**src/design/pmc_defines.svh**
```systemverilog
/*
 * Holds the numeric constants of the station management block:
 * frame codes, register addresses, field positions, reset values
 * and timing figures. Assumes it is included by bare name only.
 */
`ifndef PMC_DEFINES_SVH
`define PMC_DEFINES_SVH

// ----------------------------------------------------------------
// management frame
// ----------------------------------------------------------------
`define PMC_PRE_ONES 6'd32
`define PMC_ST_CODE 2'b01
`define PMC_OP_RD 2'b10
`define PMC_OP_WR 2'b01
`define PMC_ADDR_BCAST 5'h00
`define PMC_ADDR_ALT 5'h03
`define PMC_HDR_BITS 5'd14
`define PMC_DATA_BITS 5'd16

// ----------------------------------------------------------------
// station register addresses and fields
// ----------------------------------------------------------------
`define PMC_REG_BASIC 5'h00
`define PMC_REG_CTRL1 5'h16
`define PMC_REG_IRQ 5'h1b
`define PMC_REG_CTRL2 5'h1f
`define PMC_B0_LOOP 14
`define PMC_B0_SPEED 13
`define PMC_B0_ANEG 12
`define PMC_B0_FDX 8
`define PMC_B16_NOBCAST 9
`define PMC_B1F_RLOOP 2
`define PMC_B1F_IRQLVL 9
`define PMC_B1F_AUTOX_OFF 13
`define PMC_B1F_FORCE_X 14
`define PMC_RST_BASIC 16'h3100
`define PMC_RST_CTRL1 16'h0000
`define PMC_RST_CTRL2 16'h0000

// ----------------------------------------------------------------
// axi4-lite map
// ----------------------------------------------------------------
`define PMC_AXI_IRQ_STAT 8'h00
`define PMC_AXI_IRQ_MASK 8'h04
`define PMC_AXI_CFG 8'h08
`define PMC_AXI_STATE 8'h0c
`define PMC_AXI_EVT_BUSY 0
`define PMC_AXI_EVT_WRITE 1
`define PMC_AXI_EVT_XSWAP 2
`define PMC_RESP_OK 2'b00
`define PMC_RESP_SLVERR 2'b10

// ----------------------------------------------------------------
// timing
// ----------------------------------------------------------------
`define PMC_CLK_NS 100
`define PMC_XOVER_MS 2
`define PMC_XOVER_CYC ((`PMC_XOVER_MS * 1000000) / `PMC_CLK_NS)

`endif

```
**src/design/pmc_pkg.sv**
```systemverilog
/*
 * Types shared by the station management block.
 * Assumes pmc_defines.svh is on the include path.
 */
package pmc_pkg;
   // frame receiver states, gray along the usual path
   typedef enum logic [2:0] {
      PMC_IDLE = 3'b000,
      PMC_PRE = 3'b001,
      PMC_HDR = 3'b011,
      PMC_TA = 3'b010,
      PMC_DATA = 3'b110,
      PMC_DONE = 3'b111
   } pmc_state_t;

   // decoded frame header
   typedef struct packed {
      logic [1:0] op;
      logic [4:0] phy;
      logic [4:0] reg_a;
   } pmc_hdr_t;

   // control outputs toward the data path
   typedef struct packed {
      logic localLoop;
      logic remoteLoop;
      logic mdixSel;
   } pmc_mode_t;
endpackage

```
**src/design/pmc_mgmt.sv**
```systemverilog
/*
 * Station management slave with interrupt, crossover and loopback
 * control, plus an axi4-lite window for the host-side status.
 * Assumes mdc and mdio pins are asynchronous to clk and that
 * the link clock is slow enough for clk to see every edge.
 */
// Functional notes
// - answer only at strap-selected address
// - address zero broadcasts after reset
// - bit nine of 16h disables broadcast
// - preamble, start, op, addresses, turnaround, data
// - read turnaround: release, then device drives zero
// - five-bit field selects 32 registers
// - interrupt only for enabled conditions
// - status bits clear on read of 1Bh
// - interrupt polarity from 1Fh bit nine
// - auto crossover default on, 1Fh bit13 off
// - forced crossover from 1Fh bit fourteen
// - auto crossover follows partner pair use
// - local loopback needs loop, fixed speed, duplex
// - local loopback returns frames, still transmits
// - local loopback both speeds, full duplex only
// - remote loopback only at 100 full duplex
// - remote loopback enabled by 1Fh bit two
`timescale 1ns/1ns
`include "pmc_defines.svh"
module pmc_mgmt import pmc_pkg::*; #(
   parameter int unsigned XOVER_CYC = `PMC_XOVER_CYC
) (
   input wire logic clk,
   input wire logic srst,
   input wire logic [1:0] station_addr_strap,
   input wire logic mdcIn,
   input wire logic mdioIn,
   output logic mdioOut,
   output logic mdioOe,
   input wire logic [7:0] irqEvents,
   input wire logic rxEnergy,
   input wire logic [15:0] linkStatus,
   output logic irq_out,
   output logic hostIrq,
   output pmc_mode_t mode,
   input wire logic [7:0] s_axi_awaddr,
   input wire logic s_axi_awvalid,
   output logic s_axi_awready,
   input wire logic [31:0] s_axi_wdata,
   input wire logic [3:0] s_axi_wstrb,
   input wire logic s_axi_wvalid,
   output logic s_axi_wready,
   output logic [1:0] s_axi_bresp,
   output logic s_axi_bvalid,
   input wire logic s_axi_bready,
   input wire logic [7:0] s_axi_araddr,
   input wire logic s_axi_arvalid,
   output logic s_axi_arready,
   output logic [31:0] s_axi_rdata,
   output logic [1:0] s_axi_rresp,
   output logic s_axi_rvalid,
   input wire logic s_axi_rready
);
   // ----------------------------------------------------------------
   // pin sampling
   // ----------------------------------------------------------------
   logic mdcS;
   logic mdioS;
   logic mdcD_ff;
   logic mdcRise;

   pmc_sync3 u_syncMdc (.clk(clk), .srst(srst), .din(mdcIn), .dout(mdcS));
   pmc_sync3 u_syncMdio (.clk(clk), .srst(srst), .din(mdioIn), .dout(mdioS));

   // edge finder on the filtered clock
   always_ff @(posedge clk) begin
      if (srst) mdcD_ff <= 1'b1;
      else mdcD_ff <= mdcS;
   end
   assign mdcRise = mdcS & ~mdcD_ff;

   // ----------------------------------------------------------------
   // station registers
   // ----------------------------------------------------------------
   logic [15:0] basic_ff;
   logic [15:0] ctrl1_ff;
   logic [15:0] ctrl2_ff;
   logic [7:0] irqEn_ff;
   logic [7:0] irqStat_ff;
   logic [4:0] myAddr_ff;
   logic mdixNow;
   logic xSwap;

   // strap caught by a clocked process at reset release
   always_ff @(posedge clk) begin
      if (srst) myAddr_ff <= station_addr_strap == 2'b00 ? `PMC_ADDR_BCAST : `PMC_ADDR_ALT;
   end

   // ----------------------------------------------------------------
   // frame receiver
   // ----------------------------------------------------------------
   pmc_state_t state_ff;
   logic [5:0] ones_ff;
   logic [4:0] cnt_ff;
   logic [13:0] hdrSh_ff;
   logic [15:0] sh_ff;
   logic wrDo;
   logic rdDo;
   logic selected;
   pmc_hdr_t hdr;

   assign hdr = pmc_hdr_t'(hdrSh_ff[11:0]);
   // unique address, or zero while still broadcast
   assign selected = (hdr.phy == myAddr_ff) ||
      (hdr.phy == `PMC_ADDR_BCAST && !ctrl1_ff[`PMC_B16_NOBCAST]);

   function automatic logic [15:0] regRead(input logic [4:0] a, input logic [15:0] b,
         input logic [15:0] c1, input logic [15:0] c2, input logic [7:0] en,
         input logic [7:0] st, input logic [15:0] ls);
      if (a == `PMC_REG_BASIC) regRead = b;
      else if (a == `PMC_REG_CTRL1) regRead = c1;
      else if (a == `PMC_REG_IRQ) regRead = {en, st};
      else if (a == `PMC_REG_CTRL2) regRead = c2;
      else regRead = ls;
   endfunction

   // serial state machine, one step per rising mdc
   always_ff @(posedge clk) begin
      if (srst) begin
         state_ff <= PMC_IDLE;
         ones_ff <= '0;
         cnt_ff <= '0;
         hdrSh_ff <= '0;
         sh_ff <= '0;
         mdioOut <= 1'b1;
         mdioOe <= 1'b0;
      end else if (mdcRise) begin
         case (state_ff)
            PMC_IDLE, PMC_PRE: begin
               mdioOe <= 1'b0;
               if (mdioS) begin
                  if (ones_ff != `PMC_PRE_ONES) ones_ff <= ones_ff + 6'd1;
                  state_ff <= PMC_PRE;
               end else if (ones_ff == `PMC_PRE_ONES) begin
                  // start code's leading zero seen
                  state_ff <= PMC_HDR;
                  cnt_ff <= '0;
                  hdrSh_ff <= '0;
                  ones_ff <= '0;
               end else begin
                  ones_ff <= '0;
                  state_ff <= PMC_IDLE;
               end
            end
            PMC_HDR: begin
               hdrSh_ff <= {hdrSh_ff[12:0], mdioS};
               cnt_ff <= cnt_ff + 5'd1;
               if (cnt_ff == `PMC_HDR_BITS - 5'd2) begin
                  state_ff <= PMC_TA;
                  cnt_ff <= '0;
               end
            end
            PMC_TA: begin
               // header now complete: start bit, op, phy, reg
               if ({1'b0, hdrSh_ff[12]} != `PMC_ST_CODE ||
                     (hdr.op != `PMC_OP_RD && hdr.op != `PMC_OP_WR) || !selected) begin
                  state_ff <= PMC_IDLE;
               end else if (cnt_ff == 5'd0) begin
                  cnt_ff <= 5'd1;
                  if (hdr.op == `PMC_OP_RD) begin
                     mdioOe <= 1'b1;
                     mdioOut <= 1'b0;
                     sh_ff <= regRead(hdr.reg_a, basic_ff, ctrl1_ff, ctrl2_ff,
                        irqEn_ff, irqStat_ff, linkStatus);
                  end
               end else begin
                  state_ff <= PMC_DATA;
                  cnt_ff <= '0;
                  if (hdr.op == `PMC_OP_RD) begin
                     mdioOut <= sh_ff[15];
                     sh_ff <= {sh_ff[14:0], 1'b0};
                  end
               end
            end
            PMC_DATA: begin
               cnt_ff <= cnt_ff + 5'd1;
               if (hdr.op == `PMC_OP_RD) begin
                  mdioOut <= sh_ff[15];
                  sh_ff <= {sh_ff[14:0], 1'b0};
               end else begin
                  sh_ff <= {sh_ff[14:0], mdioS};
               end
               // release with the last bit so the idle bit floats
               if (cnt_ff == `PMC_DATA_BITS - 5'd1) begin
                  state_ff <= PMC_DONE;
                  mdioOe <= 1'b0;
               end
            end
            default: begin
               mdioOe <= 1'b0; // idle: line released
               mdioOut <= 1'b1;
               state_ff <= PMC_IDLE;
               ones_ff <= {5'd0, mdioS};
            end
         endcase
      end
   end

   assign wrDo = mdcRise && state_ff == PMC_DONE && hdr.op == `PMC_OP_WR;
   assign rdDo = mdcRise && state_ff == PMC_TA && cnt_ff == 5'd0 && selected &&
      hdr.op == `PMC_OP_RD && {1'b0, hdrSh_ff[12]} == `PMC_ST_CODE;

   // writable registers
   always_ff @(posedge clk) begin
      if (srst) begin
         basic_ff <= `PMC_RST_BASIC;
         ctrl1_ff <= `PMC_RST_CTRL1;
         ctrl2_ff <= `PMC_RST_CTRL2;
         irqEn_ff <= '0;
      end else if (wrDo) begin
         if (hdr.reg_a == `PMC_REG_BASIC) basic_ff <= sh_ff;
         else if (hdr.reg_a == `PMC_REG_CTRL1) ctrl1_ff <= sh_ff;
         else if (hdr.reg_a == `PMC_REG_IRQ) irqEn_ff <= sh_ff[15:8];
         else if (hdr.reg_a == `PMC_REG_CTRL2) ctrl2_ff <= sh_ff;
      end
   end

   // sticky status, set wins over clear-on-read
   always_ff @(posedge clk) begin
      if (srst) irqStat_ff <= '0;
      else if (rdDo && hdr.reg_a == `PMC_REG_IRQ) irqStat_ff <= irqEvents;
      else irqStat_ff <= irqStat_ff | irqEvents;
   end

   // pin level: asserted when any enabled status bit set
   always_ff @(posedge clk) begin
      if (srst) irq_out <= 1'b1;
      else irq_out <= (|(irqStat_ff & irqEn_ff)) == ctrl2_ff[`PMC_B1F_IRQLVL];
   end

   // ----------------------------------------------------------------
   // crossover and loopback
   // ----------------------------------------------------------------
   pmc_xover #(.XOVER_CYC(XOVER_CYC)) u_xover (
      .clk(clk),
      .srst(srst),
      .autoOff(ctrl2_ff[`PMC_B1F_AUTOX_OFF]),
      .forceX(ctrl2_ff[`PMC_B1F_FORCE_X]),
      .rxEnergy(rxEnergy),
      .mdix(mdixNow),
      .swapPulse(xSwap)
   );

   // loopback allowed only in its supported speed and duplex
   always_ff @(posedge clk) begin
      if (srst) mode <= '0;
      else begin
         mode.localLoop <= basic_ff[`PMC_B0_LOOP] && !basic_ff[`PMC_B0_ANEG] &&
            basic_ff[`PMC_B0_FDX];
         mode.remoteLoop <= ctrl2_ff[`PMC_B1F_RLOOP] && basic_ff[`PMC_B0_SPEED] &&
            basic_ff[`PMC_B0_FDX];
         mode.mdixSel <= mdixNow;
      end
   end

   // ----------------------------------------------------------------
   // axi4-lite host window
   // ----------------------------------------------------------------
   logic [2:0] hStat_ff;
   logic [2:0] hMask_ff;
   logic [2:0] hEvt;
   logic wTake;
   logic rTake;

   assign hEvt = {xSwap, wrDo, rdDo};
   assign wTake = s_axi_awvalid && s_axi_wvalid && !s_axi_bvalid && !s_axi_awready;
   assign rTake = s_axi_arvalid && !s_axi_rvalid && !s_axi_arready;

   // write channel: both taken together, one answer
   always_ff @(posedge clk) begin
      if (srst) begin
         s_axi_awready <= 1'b0;
         s_axi_wready <= 1'b0;
         s_axi_bvalid <= 1'b0;
         s_axi_bresp <= `PMC_RESP_OK;
         hMask_ff <= '0;
      end else begin
         s_axi_awready <= wTake;
         s_axi_wready <= wTake;
         if (wTake) begin
            s_axi_bvalid <= 1'b1;
            s_axi_bresp <= `PMC_RESP_OK;
            if (s_axi_awaddr == `PMC_AXI_IRQ_MASK) begin
               if (s_axi_wstrb[0]) hMask_ff <= s_axi_wdata[2:0];
            end else if (s_axi_awaddr != `PMC_AXI_IRQ_STAT) begin
               s_axi_bresp <= `PMC_RESP_SLVERR;
            end
         end else if (s_axi_bready) begin
            s_axi_bvalid <= 1'b0;
         end
      end
   end

   // host status: write one to clear, new events win
   always_ff @(posedge clk) begin
      if (srst) hStat_ff <= '0;
      else if (wTake && s_axi_awaddr == `PMC_AXI_IRQ_STAT && s_axi_wstrb[0])
         hStat_ff <= (hStat_ff & ~s_axi_wdata[2:0]) | hEvt;
      else hStat_ff <= hStat_ff | hEvt;
   end

   always_ff @(posedge clk) begin
      if (srst) hostIrq <= 1'b0;
      else hostIrq <= |(hStat_ff & hMask_ff);
   end

   // read channel
   always_ff @(posedge clk) begin
      if (srst) begin
         s_axi_arready <= 1'b0;
         s_axi_rvalid <= 1'b0;
         s_axi_rdata <= '0;
         s_axi_rresp <= `PMC_RESP_OK;
      end else begin
         s_axi_arready <= rTake;
         if (rTake) begin
            s_axi_rvalid <= 1'b1;
            s_axi_rresp <= `PMC_RESP_OK;
            if (s_axi_araddr == `PMC_AXI_IRQ_STAT) s_axi_rdata <= {29'd0, hStat_ff};
            else if (s_axi_araddr == `PMC_AXI_IRQ_MASK) s_axi_rdata <= {29'd0, hMask_ff};
            else if (s_axi_araddr == `PMC_AXI_CFG) s_axi_rdata <= {ctrl2_ff, ctrl1_ff};
            else if (s_axi_araddr == `PMC_AXI_STATE)
               s_axi_rdata <= {8'd0, irqStat_ff, 10'd0, mode, state_ff};
            else begin
               s_axi_rdata <= '0;
               s_axi_rresp <= `PMC_RESP_SLVERR;
            end
         end else if (s_axi_rready) begin
            s_axi_rvalid <= 1'b0;
         end
      end
   end

   // ----------------------------------------------------------------
   // checks
   // ----------------------------------------------------------------
   property p_bcastOff;
      @(posedge clk) disable iff (srst)
         (ctrl1_ff[`PMC_B16_NOBCAST] && myAddr_ff != `PMC_ADDR_BCAST &&
         hdr.phy == `PMC_ADDR_BCAST) |-> !selected;
   endproperty
   a_bcastOff: assert property (p_bcastOff) else $error("zero still broadcast");
   property p_rdTa;
      @(posedge clk) disable iff (srst) rdDo |=> (mdioOe && !mdioOut);
   endproperty
   a_rdTa: assert property (p_rdTa) else $error("read turnaround not zero");
   property p_clrRead;
      @(posedge clk) disable iff (srst)
         (rdDo && hdr.reg_a == `PMC_REG_IRQ && irqEvents == 8'h00) |=> irqStat_ff == 8'h00;
   endproperty
   a_clrRead: assert property (p_clrRead) else $error("status not cleared");
   property p_irqEn;
      @(posedge clk) disable iff (srst)
         (irq_out == $past(ctrl2_ff[`PMC_B1F_IRQLVL])) |-> $past(irqStat_ff & irqEn_ff) != 8'h00;
   endproperty
   a_irqEn: assert property (p_irqEn) else $error("irq without enable");
   property p_rloop;
      @(posedge clk) disable iff (srst) mode.remoteLoop |-> $past(basic_ff[`PMC_B0_SPEED]);
   endproperty
   a_rloop: assert property (p_rloop) else $error("remote loop at wrong speed");
   property p_lloop;
      @(posedge clk) disable iff (srst) mode.localLoop |-> $past(basic_ff[`PMC_B0_FDX]);
   endproperty
   a_lloop: assert property (p_lloop) else $error("local loop half duplex");
   property p_drvEdge;
      @(posedge clk) disable iff (srst) $changed(mdioOut) |-> $past(mdcRise);
   endproperty
   a_drvEdge: assert property (p_drvEdge) else $error("drive off rising edge");
   property p_quiet;
      @(posedge clk) disable iff (srst) (state_ff == PMC_HDR) |-> !mdioOe;
   endproperty
   a_quiet: assert property (p_quiet) else $error("drove during header");
endmodule

```
**src/design/pmc_sync3.sv**
```systemverilog
/*
 * Three stage synchroniser with agreement filter.
 * Assumes the input comes from outside the clk domain.
 */
`timescale 1ns/1ns
module pmc_sync3 (
   input wire logic clk,
   input wire logic srst,
   input wire logic din,
   output logic dout
);
   logic s1_ff;
   logic s2_ff;
   logic s3_ff;

   // first stage feeds only the second
   always_ff @(posedge clk) begin
      if (srst) begin
         s1_ff <= 1'b1;
         s2_ff <= 1'b1;
         s3_ff <= 1'b1;
      end else begin
         s1_ff <= din;
         s2_ff <= s1_ff;
         s3_ff <= s2_ff;
      end
   end

   // change counts once stages two and three agree
   always_ff @(posedge clk) begin
      if (srst) begin
         dout <= 1'b1;
      end else if (s2_ff == s3_ff) begin
         dout <= s3_ff;
      end
   end
endmodule

```
**src/design/pmc_xover.sv**
```systemverilog
/*
 * Crossover pair selection: automatic search or forced choice.
 * Assumes energy detect comes in synchronous to clk.
 */
`timescale 1ns/1ns
`include "pmc_defines.svh"
module pmc_xover import pmc_pkg::*; #(
   parameter int unsigned XOVER_CYC = `PMC_XOVER_CYC
) (
   input wire logic clk,
   input wire logic srst,
   input wire logic autoOff,
   input wire logic forceX,
   input wire logic rxEnergy,
   output logic mdix,
   output logic swapPulse
);
   // elaboration check: the dwell counter needs two states at least
   if (XOVER_CYC < 2) begin : g_dwellChk
      $error("xover dwell too short");
   end

   logic [31:0] dwell_ff;

   // hop pairs until the partner's transmit is heard
   always_ff @(posedge clk) begin
      if (srst) begin
         mdix <= 1'b0;
         dwell_ff <= '0;
         swapPulse <= 1'b0;
      end else begin
         swapPulse <= 1'b0;
         if (autoOff) begin
            if (mdix != forceX) swapPulse <= 1'b1;
            mdix <= forceX;
            dwell_ff <= '0;
         end else if (rxEnergy) begin
            dwell_ff <= '0;
         end else if (dwell_ff == XOVER_CYC - 1) begin
            mdix <= ~mdix;
            swapPulse <= 1'b1;
            dwell_ff <= '0;
         end else begin
            dwell_ff <= dwell_ff + 32'd1;
         end
      end
   end

   property p_force;
      @(posedge clk) disable iff (srst) autoOff |=> (mdix == $past(forceX));
   endproperty
   a_force: assert property (p_force) else $error("forced pair wrong");
endmodule

```
**config.mk**
```make
export PLATFORM = sky130hd
export DESIGN_NAME = pmc_mgmt
export DESIGN_NICKNAME = d
export VERILOG_FILES = /design/src/design/pmc_pkg.sv /design/src/design/pmc_mgmt.sv /design/src/design/pmc_sync3.sv /design/src/design/pmc_xover.sv
export VERILOG_INCLUDE_DIRS = /design/src /design/src/design
export SDC_FILE = /design/constraint.sdc
export NUM_CORES = 1
export LEC_CHECK = 0
export BUFFER_PORTS_ARGS = -buffer_cell sky130_fd_sc_hd__buf_2
export CORE_UTILIZATION = 42
export DETAILED_ROUTE_END_ITERATION = 16
export PLACE_DENSITY = 0.73
export REMOVE_ABC_BUFFERS = 1
export SETUP_SLACK_MARGIN = 0.2
export SLEW_MARGIN = 20
export SYNTH_ARGS = -nofsm -noshare
export SYNTH_HDL_FRONTEND = slang
export SYNTH_SLANG_ARGS = --single-unit
```
**constraint.sdc**
```tcl
create_clock -name clk -period 3.5 [get_ports clk]
set_clock_uncertainty 0.2 [all_clocks]
set_input_delay 0.175 -clock clk [delete_from_list [all_inputs] [get_ports clk]]
set_output_delay 0.175 -clock clk [all_outputs]
set_load 0.005 [all_outputs]
```
* Word-level counts from Yosys, hierarchy flattened *
Cells that the tools add are included.

storage, ports and cells
  input bits = 88
  word-level logic and storage cells = 223
  register bits = 208
  output and inout bits = 48

cells by class
  bitwise logic cells = 17
  equal/unequal tests = 37
  multiplexer cells = 63
  reduce and logical (&&, ||, !) cells = 64
  $add $sub $neg = 3

operator list
  kind                                                    number
  two-way mux 16 bit                                      8
  two-way mux 32 bit                                      3
  adder 32 x 1 -> 32 bit (second input constant)          1
  equality test 32 x 15 -> 1 bit (second input constant)  1
  case mux 16 bit (2 select lines)                        1
  two-way mux 13 bit                                      2
  case mux 13 bit (2 select lines)                        1
  two-way mux 24 bit                                      1
  logical AND 1 bit                                       21
  two-way mux 1 bit                                       21
  two-way mux 5 bit                                       4
  case mux 5 bit (4 select lines)                         1
  AND reduction 4 bit                                     5
  two-way mux 2 bit                                       9
  equality test 8 x 3 -> 1 bit (second input constant)    2
  equality test 8 x 4 -> 1 bit (second input constant)    2
  logical NOT 8 bit                                       2
  equality test 5 bit (second input constant)             3
  logical NOT 5 bit                                       3
  two-way mux 3 bit                                       5
  != test 2 bit (second input constant)                   7
  two-way mux 6 bit                                       2
  case mux 3 bit (4 select lines)                         1
  case mux 6 bit (2 select lines)                         1
  40 further kinds                                        77

* Logic depth before layout (Yosys ltp) *
Gate-level depths: netlist (run 1).

  depth after elaboration = 9
  mapped depth = 9
  mapped depth without buffers = 7

* Cells and area by module *
Synthesis (run 1) repeated with hierarchy kept, for this count alone.

unflattened totals
  cell total of the unflattened synthesis = 1,115
  area, all modules = 9,248.9 µm²

by module, submodules not included
  module     cells each  sequential area each (µm²)  area an instance (µm²)  times used
  pmc_mgmt   883         3,213.1                     7,185.6                 1
  pmc_xover  212         680.7                       1,833.0                 1
  pmc_sync3  10          80.1                        115.1                   2

* Worst setup path before layout (run 1) *
No wires, ideal clock.

  path type = reg-to-reg
  start point = reg cnt_ff[0]
  end point = reg irqStat_ff[0]
  slack = 1.295 ns
  cell stages (with the launch flop) = 8
  required time = 3.172 ns
  setup time = 0.128 ns
  arrival = 1.877 ns
  path buffers = 0
  clock period less this slack = 2.205 ns
  cells stage by stage = dfxtp_1 -> inv_1 -> ha_1 -> or4b_2 -> nor2_1 -> nand4_1 -> a21oi_1 -> nor2_1

between the ends
  longest elaborated chain between the ends = 7

RTL lines
  element                                          line             source
  start, declared                                  pmc_mgmt.sv:101  logic [4:0] cnt_ff;
  start signal, assigned                           pmc_mgmt.sv:154  cnt_ff <= cnt_ff + 5'd1;
  start signal, assigned                           pmc_mgmt.sv:183  cnt_ff <= cnt_ff + 5'd1;
  logical NOT 5 bit                                pmc_mgmt.sv:207  assign rdDo = mdcRise && state_ff == PMC_TA && cnt_ff == 5'd0 && selected &&
  logical AND 1 bit (2 in a row)                   pmc_mgmt.sv:207
  logical AND 1 bit (no source line) (3 in a row)  n/a
  two-way mux 8 bit                                pmc_mgmt.sv:228  else if (rdDo && hdr.reg_a == `PMC_REG_IRQ) irqStat_ff <= irqEvents;
  end signal, assigned                             pmc_mgmt.sv:228
  end signal, assigned                             pmc_mgmt.sv:229  else irqStat_ff <= irqStat_ff | irqEvents;
  end, declared                                    pmc_mgmt.sv:86   logic [7:0] irqStat_ff;

Every way passes these cells.
A chain may end at the register's enable or synchronous reset.

* Worst setup path in the final report (run 1) *
Same ends and word-level chain as after synthesis.

==> results of run 1 <==
## worst min-delay path: cells and delay by family
family / cells / cell delay (ns)
AO/OA/AOI/OAI: 2 / 0.24
multiplexers: 1 / 0.14
buffers and inverters: 1 / 0.10
## report_power, final
group | switching, µW | leakage [µW] | internal [µW]
Combinational | 97.0 | 0.00210 | 83.6
Sequential | 16.3 | 0.00163 | 2320
Clock | 936 | 0.000362 | 1400
## synth_stat cells (14+ instances only)
master	n
inv_1	18
nand2_1	74
dfxtp_1	201
clkbuf_1	34
o21ai_0	19
nor2_1	179
a22oi_1	50
nand4_1	14
buf_2	14
xor2_1	25
nand3_1	24
mux2i_1	57
a21oi_1	45
## sequential cells by signal, indices dropped and copies added (netlist names), 3 cells and up
| name | cells |
|---|---|
| basic_ff | 16 |
| state_ff | 3 |
| irqStat_ff | 8 |
| hdrSh_ff | 13 |
| s_axi_rdata | 32 |
| u_xover.dwell_ff | 32 |
| mode | 3 |
| ctrl2_ff | 16 |
| hStat_ff | 3 |
| cnt_ff | 5 |
| ctrl1_ff | 16 |
| ones_ff | 6 |
| sh_ff | 16 |
| hMask_ff | 3 |
| irqEn_ff | 8 |
## through the flow
| step | cells | area, µm² | hold slack (ns) |
|---|---|---|---|
| 2_1_floorplan | 940 | 8812 | 0.04286 |
| 3_3_place_gp | 1336 | 9826 | 0.1596 |
| 3_5_place_dp | 1336 | 9826 | 0.1642 |
| 4_1_cts | 1419 | 11000 | 0.006683 |
| 5_1_grt | 1421 | 11020 | 0.03443 |
| 6_report | 1421 | 11020 | 0.007487 |
## metal layers
layer  routed length (µm)  vias to the layer above  global-route usage [%]
met5                    0                        -                       0
met4                  601                        0                   6.717
met3                 1420                       47                   3.476
met2                10820                      238                   33.56
met1                10760                     3759                   27.56
li1                     -                     3883                       -
## final cells by class
type                    instances  area (µm²)  area share [%]
flip-flops and latches        202        4054           36.79
multi-input cells             719        4705           42.69
inverters                      19       71.32          0.6472
clock inverters                 7       68.82          0.6245
repair buffers                166        1104           10.01
clock buffers                  33       673.1           6.109
well taps                     275       344.1           3.123
## kinds of logic after synthesis
logic type	after synthesis	synth area share [%]
multiplexers	71	8.273
AND/OR/NAND/NOR	395	21.36
other	1	0.04072
XOR/XNOR	32	3.043
AO/OA/AOI/OAI	211	17.05
buffers and inverters	90	5.135
flip-flops	202	44.02
adder cells (fa/ha/maj)	8	1.087
## final timing paths
kind / start / to / depth (start not counted)
setup / recovery: cnt_ff[0]$_SDFFE_PP0P_ / irqStat_ff[0]$_SDFF_PP0_ / 9
hold / removal: linkStatus[6] / sh_ff[6]$_SDFFE_PP0P_ / 4
setup reg to reg: cnt_ff[0]$_SDFFE_PP0P_ / irqStat_ff[0]$_SDFF_PP0_ / 9
hold reg to reg: u_syncMdio.s1_ff$_SDFF_PP1_ / u_syncMdio.s2_ff$_SDFF_PP1_ / 1
## timing repair
item / 4_1_cts / 5_1_grt
hold buffers: 43 / 0
setup buffers: 0 / 2
hold endpoints to repair: 60 / 0
endpoints found under the setup margin: 0 / 3
==> flow_summary_export.csv, run 1 <==
group,metric,value,unit
die,num_rows,53,
sta,fmax,325.9,MHz
sta,tightest_slew,0.8312,ns
die,pin_count,136,
synth,yosysWarnings,0,
die,die_h,150.1,µm
finish,layout-drive-gt1-share,18.94,%
finish,post-route-util,51.77,%
hold_path,hp-class,"primary input to flop",
sta,finalSetupTns,0,ns
synth,avgSynthCellArea,9.119,µm²
clocking,path_clk_slew,0.06,ns
finish,synthToLayoutAreaGrowth,19.64,%
setup_path,cp_common_cell,"nor2_1",
setup_path,cp-start-kind,"flop",
synth,synth_flop_cell,"dfxtp_1",
grt,grt_pass1_wl,37250,µm
setup_path,worstPathCellList,"inv_1, ha_1, or4b_2, nor2_1, nand4_1, buf_4, a21oi_1, nor2_1, dlygate4sd3_1",
die,start_util,43.27,%
setup_path,end_kind,"flop",
setup_path,worst_ep_required_time,3.68,ns
die,die-width,150.1,µm
sta,timing.final.ws_setup,0.4319,ns
clocking,cts_tree,"done",
drt,routed_wl,23610,µm
power_and_ir_drop,p_total,4854,µW
place,dp_slack,0.8389,ns
sta,drv_slew,0,
sta,finalCriticalPeriod,3.068,ns
drt,num_vias,7927,
power_and_ir_drop,p_leak,0.004093,µW
finish,nFillCells,1927,
sta,grt_setup_unrepaired,"false",
grt,grt_max_degree,56,
power_and_ir_drop,vdd_ir_drop_max,0.2694,mV
finish,final_cell_mix,"dfxtp_1, nor2_1, buf_2",
finish,final_common_cell,"dfxtp_1",
clocking,root_buffer,"clkbuf_16",
clocking,htreeDepth,1,
setup_path,worstPathArrival,3.25,ns
setup_path,crit_family,"simple AND/OR/NAND/NOR gates",
drt,drcViolationCount,0,
synth,yosysUniqueCellTypes,91,
synth,synth_edf_count,1,
job,cap_viol_max_count,0,
drt,ant_nets,0,
setup_path,rrSetupSlack,0.43,ns
power_and_ir_drop,p_per_area,440.5,nW/µm²
setup_path,cp.buffers_inverters,3,
sta,report.final.setup_viol,0,
sta,hold_viol,0,
clocking,clk_latency,0.50,ns
sta,period_share,87.66,%
clocking,clkSinkCount,202,
place,gp_congestion,0.8290,
sta,max_slew_margin,43.83,%
setup_path,crit_type,"flop to flop",
clocking,ctsResizeCount,0,
place,port_buffers,101,
synth,synth_top_cell_by_area,"dfxtp_1",
synth,syn_inst,1010,
synth,ys_seq_area_share,44.02,%
drt,drt-initial-drc-count,487,
setup_path,cp_slowest_cell,"or4b_2",
grt,antenna_found_initial,0,
grt,grt_pass1_vias,7312,
setup_path,cpPeakStageDelay,0.68,ns
drt,firstDrtPassIters,7,
drt,viasPerCell,5.578,
clocking,numCtsBuffers,22,
synth,synth.top_cell.area_share,43.69,%
die,dieArea,22530,µm²
synth,asyncSetResetFlopFracSynth,0,%
synth,ys_ff_latch,202,
synth,syn_area,9210,µm²
run_status,status,"completed",
finish,fin_nets,1226,
clocking,clockBufferDepth,3,
finish,num_antenna_cells,0,
drt,drt-wirelength-per-cell,16.61,µm
setup_path,crit_path_max_fanout,5,
grt,grtUsageTotal,20.61,%
synth,synth_area_leaders,"dfxtp_1, nor2_1, mux2i_1, a22oi_1, nand2_1",
grt,grt.overflow.total,0,
die,core_region_area,21290,µm²
place,hpwlAfterDp,15210,µm
Power figures use the tool's default switching activity.
==> run 2: changes to the inputs <==
==> constraint.sdc (replaced) <==
create_clock -name clk -period 3.5 [get_ports clk]
set_clock_uncertainty 0.2 [all_clocks]
set_input_delay 1.05 -clock clk [delete_from_list [all_inputs] [get_ports clk]]
set_output_delay 1.05 -clock clk [all_outputs]
set_load 0.005 [all_outputs]
==> run 2 against run 1 <==
Effect of this change:
- total power is 0.39% lower
- final cell count fell by 3.1%
- utilization down 2.0 points
- worst hold slack improved by 0.20 ns
- wire length decreased by 3.6%
- sequential cell count is the same
==> flow_summary_export.csv, run 2 (synthesis gave the netlist of run 1 again) <==
group,metric,value,unit
setup_path,cp-startpoint,"state_ff[1]$_SDFFE_PP0P_",
drt,drt-initial-drc-count,594,
setup_path,r2r-start,"state_ff[1]$_SDFFE_PP0P_",
setup_path,crit_type,"flop to flop",
clocking,clk_latency,0.50,ns
setup_path,cpPeakStageDelay,0.67,ns
power_and_ir_drop,vdd_ir_drop_max,0.3057,mV
setup_path,rrSetupSlack,0.74,ns
die,num_rows,53,
setup_path,worstReg2RegEnd,"sh_ff[12]$_SDFFE_PP0P_",
drt,routed_wl,22770,µm
die,die-width,150.1,µm
place,hpwlAfterDp,14860,µm
die,dieArea,22530,µm²
setup_path,cp-start-kind,"flop",
drt,viasPerCell,5.582,
grt,grt_pass1_vias,6970,
die,die_h,150.1,µm
finish,final_cells,1377,
setup_path,rr_worst_depth,5,
power_and_ir_drop,p_leak,0.003921,µW
finish,final_common_cell,"dfxtp_1",
hold_path,worst_hold_path.num_cells,1,
sta,drv_slew,0,
grt,grtUsageTotal,19.89,%
sta,grt_setup_unrepaired,"false",
grt,grt.overflow.total,0,
sta,tightest_slew,1.005,ns
sta,report.final.setup_viol,0,
die,start_util,43.27,%
die,pin_count,136,
place,placed_cells,1336,
clocking,ctsHoldBuffers,0,
clocking,postCtsSetupRepairBufs,0,
job,cap_viol_max_count,0,
setup_path,worstPathArrival,2.96,ns
finish,layout-drive-gt1-share,19.53,%
drt,num_vias,7687,
setup_path,cp.buffers_inverters,0,
sta,finalCriticalPeriod,2.763,ns
grt,grt_pass1_wl,36070,µm
clocking,htreeDepth,1,
run_status,status,"completed",
place,gp_congestion,0.8324,
sta,timing.final.ws_setup,0.7374,ns
grt,antenna_found_initial,0,
power_and_ir_drop,p_per_area,456.8,nW/µm²
drt,drcViolationCount,0,
clocking,ctsResizeCount,0,
clocking,cts_tree,"done",
finish,largestRegisters,"s_axi_rdata (32), u_xover.dwell_ff (32)",
setup_path,cp_slowest_cell,"a32o_2",
sta,hold_viol,0,
drt,ant_nets,0,
clocking,path_clk_slew,0.06,ns
place,dp_slack,0.6161,ns
setup_path,end_kind,"flop",
clocking,clkSinkCount,202,
setup_path,crit_path_max_fanout,32,
sta,max_slew_margin,32.07,%
sta,fmax,362.0,MHz
place,port_buffers,101,
setup_path,worstPathCellList,"nor2b_1, and3_1, a32o_2, nor2_1, a311oi_1",
die,core_region_area,21290,µm²
setup_path,crit_family,"compound AO/OA/AOI/OAI gates",
setup_path,cp-endpoint,"sh_ff[12]$_SDFFE_PP0P_",
grt,grt_max_degree,108,
clocking,numCtsBuffers,22,
finish,synthToLayoutAreaGrowth,14.93,%
setup_path,cp.depth,5,
clocking,clockBufferDepth,3,
drt,firstDrtPassIters,6,
finish,fin_nets,1181,
hold_path,hp-class,"flop to flop",
drt,drt-wirelength-per-cell,16.53,µm
clocking,root_buffer,"clkbuf_16",
finish,final_cell_mix,"dfxtp_1, nor2_1, buf_2",
setup_path,worst_ep_required_time,3.69,ns
sta,period_share,78.93,%
run 2: cell types whose count changed in the layout (fill, tap and decap cells not counted), moves of 2 or more:
cell,before,now
clkbuf_8,6,4
dlygate4sd3_1,43,0
buf_4,23,20
clkinv_2,3,7
run 2: through the flow:
step,hold slack [ns],total power (µW),TNS [ns],instance area (µm²),utilization [%]
floorplan,0.1895,2428,-13.27,8812,-
global placement,0.1923,2527,0,9838,46.22
detailed placement,0.1932,2528,0,9838,46.22
CTS,0.2066,4875,0,10580,49.71
global route,0.2266,4986,0,10580,49.71
finish,0.2049,4835,0,10590,49.73
run 2: how the worst min path moves through the flow:
stage | endpoint | slack, ns | start
after floorplan | u_syncMdc.s2_ff$_SDFF_PP1_ | 0.19 | u_syncMdc.s1_ff$_SDFF_PP1_
after global placement | u_syncMdc.s2_ff$_SDFF_PP1_ | 0.19 | u_syncMdc.s1_ff$_SDFF_PP1_
after detailed placement | u_syncMdc.s2_ff$_SDFF_PP1_ | 0.19 | u_syncMdc.s1_ff$_SDFF_PP1_
after CTS | u_syncMdc.s2_ff$_SDFF_PP1_ | 0.21 | u_syncMdc.s1_ff$_SDFF_PP1_
after global routing | u_syncMdc.s2_ff$_SDFF_PP1_ | 0.23 | u_syncMdc.s1_ff$_SDFF_PP1_
final | u_syncMdc.s2_ff$_SDFF_PP1_ | 0.20 | u_syncMdc.s1_ff$_SDFF_PP1_
run 2: power breakdown:
group | internal [µW] | switching (µW) | leakage, µW
Combinational | 55.9 | 88.0 | 0.00192
Clock | 1430 | 928 | 0.000372
Sequential | 2320 | 15.4 | 0.00163
run 2: per-layer routing:
| metal | vias up | global-route usage, % | routed length, µm |
|---|---|---|---|
| met5 | - | 0 | 0 |
| met4 | 0 | 4.444 | 319 |
| met3 | 25 | 3.811 | 1625 |
| met2 | 240 | 31.76 | 10350 |
| met1 | 3643 | 27.63 | 10470 |
| li1 | 3779 | - | - |
run 2: cell type report:
type,instances,area [µm²]
fillers,1956,10700
multi-input cells,719,4698
flip-flops and latches,202,4054
repair buffers,121,670.6
clock buffers,30,641.9
well taps,275,344.1
clock inverters,10,102.6
inverters,19,71.32
diodes,1,2.502
run 2: worst register-to-register path: stages (launching register included):
cell      delay, ns
dfxtp_1        0.60
nor2b_1        0.46
and3_1         0.29
a32o_2         0.67
nor2_1         0.12
a311oi_1       0.32
==> run 3: changes to the inputs <==
--- a/config.mk
+++ b/config.mk
@@ -6,10 +6,11 @@
 export SDC_FILE = /design/constraint.sdc
 export NUM_CORES = 1
 export LEC_CHECK = 0
+export ABC_AREA = 1
 export BUFFER_PORTS_ARGS = -buffer_cell sky130_fd_sc_hd__buf_2
 export CORE_UTILIZATION = 42
 export DETAILED_ROUTE_END_ITERATION = 16
-export PLACE_DENSITY = 0.73
+export PLACE_DENSITY = 0.72
 export REMOVE_ABC_BUFFERS = 1
 export SETUP_SLACK_MARGIN = 0.2
 export SLEW_MARGIN = 20
==> constraint.sdc (replaced) <==
create_clock -name clk -period 2.8 [get_ports clk]
set_clock_uncertainty 0.2 [all_clocks]
set_input_delay 0.84 -clock clk [delete_from_list [all_inputs] [get_ports clk]]
set_output_delay 0.84 -clock clk [all_outputs]
set_load 0.005 [all_outputs]
==> run 3 against run 2 <==
Effect of this change:
- sequential cell count did not move
- via count increased by 24%
- global-route usage grew 3.1 points
- clock power grew 19%
- sequential power is 25% higher
- sequential share of layout area decreased by 2.2 points
- wire length up 19%
- critical path type unchanged
- utilization decreased by 0.26 points
- highest routed layer unchanged
- final cell count grew 32%
- combinational power rose by 60%
- total power up 23%
==> flow_summary_export.csv, run 3 <==
group,metric,value,unit
synth,synth_area_leaders,"dfxtp_1, nand2_1, a21oi_1, nor2_1, o21ai_0",
setup_path,cp.buffers_inverters,2,
clocking,path_clk_slew,0.06,ns
synth,synth_edf_count,1,
drt,viasPerCell,5.236,
place,placed_area,10550,µm²
synth,synthTopCellsByCount,"nand2_1, dfxtp_1, nor2_1",
setup_path,crit_family,"simple AND/OR/NAND/NOR gates",
drt,num_vias,9535,
drt,drt-wirelength-per-cell,14.93,µm
sta,finalCriticalPeriod,2.291,ns
clocking,clkSinkCount,202,
setup_path,crit_type,"flop to flop",
die,core_region_area,22710,µm²
power_and_ir_drop,p_leak,0.004474,µW
clocking,ctsHoldBuffers,0,
synth,syn_area,9737,µm²
setup_path,worstPathCellList,"nand2_1, inv_2, nand4_4, nor2b_4, nand2_1, buf_4, o21ai_0, a21oi_1",
power_and_ir_drop,vdd_ir_drop_max,0.5360,mV
drt,firstDrtPassIters,5,
sta,max_slew_margin,29.82,%
job,cap_viol_max_count,0,
drt,drcViolationCount,0,
setup_path,r2r-start,"state_ff[1]$_SDFFE_PP0P_",
finish,final_cell_mix,"nand2_1, dfxtp_1, nor2_1",
hold_path,hp-start,"u_syncMdc.s1_ff$_SDFF_PP1_",
synth,syn_inst,1431,
drt,ant_nets,0,
run_status,status,"completed",
die,die_h,154.3,µm
power_and_ir_drop,p_total,5969,µW
setup_path,end_kind,"flop",
place,hpwlAfterDp,19020,µm
setup_path,cp-start-kind,"flop",
synth,yosysWarnings,0,
setup_path,crit_path_max_fanout,19,
synth,yosysUniqueCellTypes,48,
synth,avgSynthCellArea,6.804,µm²
clocking,numCtsBuffers,23,
die,die-width,154.3,µm
sta,report.final.setup_viol,0,
die,num_rows,55,
sta,hold_viol,0,
setup_path,cpPeakStageDelay,0.42,ns
clocking,root_buffer,"clkbuf_16",
clocking,clk_latency,0.51,ns
setup_path,cp-startpoint,"state_ff[1]$_SDFFE_PP0P_",
clocking,htreeDepth,1,
synth,ys_seq_area_share,41.63,%
setup_path,cp_common_cell,"nand2_1",
grt,antenna_found_initial,0,
clocking,clockBufferDepth,3,
grt,grt.overflow.total,0,
setup_path,worst_ep_required_time,2.98,ns
clocking,postCtsSetupRepairBufs,0,
finish,design_area,11230,µm²
sta,drv_slew,0,
sta,period_share,81.81,%
hold_path,hp-class,"flop to flop",
finish,largestRegisters,"s_axi_rdata (32), u_xover.dwell_ff (32)",
finish,num_antenna_cells,0,
sta,tightest_slew,1.052,ns
place,gp_congestion,0.8862,
synth,synth.most_common_cell,"nand2_1",
finish,synthToLayoutAreaGrowth,15.38,%
place,port_buffers,101,
sta,fmax,436.5,MHz
grt,grtUsageTotal,22.97,%
drt,drt-initial-drc-count,807,
synth,ys_ff_latch,202,
finish,fin_nets,1620,
die,pin_count,136,
finish,layout-drive-gt1-share,13.93,%
grt,grt_pass1_vias,8892,
finish,final_common_cell,"nand2_1",
finish,post-route-util,49.47,%
synth,synth_flop_cell,"dfxtp_1",
grt,grt_pass1_wl,44420,µm
sta,whs,0.2057,ns
synth,asyncSetResetFlopFracSynth,0,%
die,dieArea,23800,µm²
synth,synth.top_cell.area_share,41.33,%
setup_path,cp_slowest_cell,"dfxtp_1",
setup_path,worstPathArrival,2.47,ns
clocking,ctsResizeCount,0,
synth,synth_top_cell_by_area,"dfxtp_1",
power_and_ir_drop,p_per_area,531.3,nW/µm²
drt,routed_wl,27190,µm
clocking,cts_tree,"done",
sta,grt_setup_unrepaired,"false",
die,start_util,42.88,%
grt,grt_max_degree,81,
## run 3: kinds of logic (layout without fill, tap and decap cells)
group	count (synthesis)	count (layout)	share of synthesized area (%)
and+or+nand+nor	661	661	29.45
AOI/OAI and AO/OA	323	323	17.28
buffers and inverters	223	327	9.393
DFF	202	202	41.63
xor gates and xnor gates	13	13	1.169
adders and majority gates	8	8	1.028
other	1	2	0.03851
## run 3: final cells by class
class	count	area [µm²]
well taps	285	356.6
repair buffers	132	763.2
fillers	2270	11470
multi-input cells	1007	4778
inverters	158	593.1
clock inverters	5	50.05
flip-flops and latches	202	4054
clock buffers	32	639.4
## run 3: worst register-to-register path: cells and delay by family, from the launching register on
kind,cells,cell delay [ns]
AO/OA/AOI/OAI,2,0.23
flip-flops,1,0.42
AND/OR/NAND/NOR,4,0.83
buffers and inverters,2,0.49
## run 3: worst paths after layout
| check | slack [ns] | end | depth (start not counted) |
|---|---|---|---|
| setup / recovery | 0.51 | ctrl2_ff[13]$_SDFFE_PP0P_ | 8 |
| hold / removal | 0.21 | u_syncMdc.s2_ff$_SDFF_PP1_ | 1 |
| setup reg to reg | 0.51 | ctrl2_ff[13]$_SDFFE_PP0P_ | 8 |
| hold reg to reg | 0.21 | u_syncMdc.s2_ff$_SDFF_PP1_ | 1 |
## run 3: stage by stage
| stage | cells | TNS, ns | setup WS (ns) |
|---|---|---|---|
| 6_report | 1821 | 0 | 0.5092 |
| 5_1_grt | 1821 | 0 | 0.3069 |
| 4_1_cts | 1821 | 0 | 0.5262 |
| 3_5_place_dp | 1784 | 0 | 0.1836 |
| 3_3_place_gp | 1784 | 0 | 0.2096 |
| 2_1_floorplan | 1367 | -27.37 | -0.5702 |
## run 3: per-layer routing
| layer | wire (µm) | up-vias | global-route usage [%] |
|---|---|---|---|
| li1 | - | 4828 | - |
| met1 | 12140 | 4349 | 30.24 |
| met2 | 12570 | 306 | 38.46 |
| met3 | 1742 | 52 | 3.670 |
| met4 | 741 | 0 | 7.355 |
| met5 | 0 | - | 0 |
## run 3: power breakdown
group	internal, µW	switching, µW
Sequential	2900	23.6
Clock	1670	1150
Combinational	81.4	148
Total	4650	1320
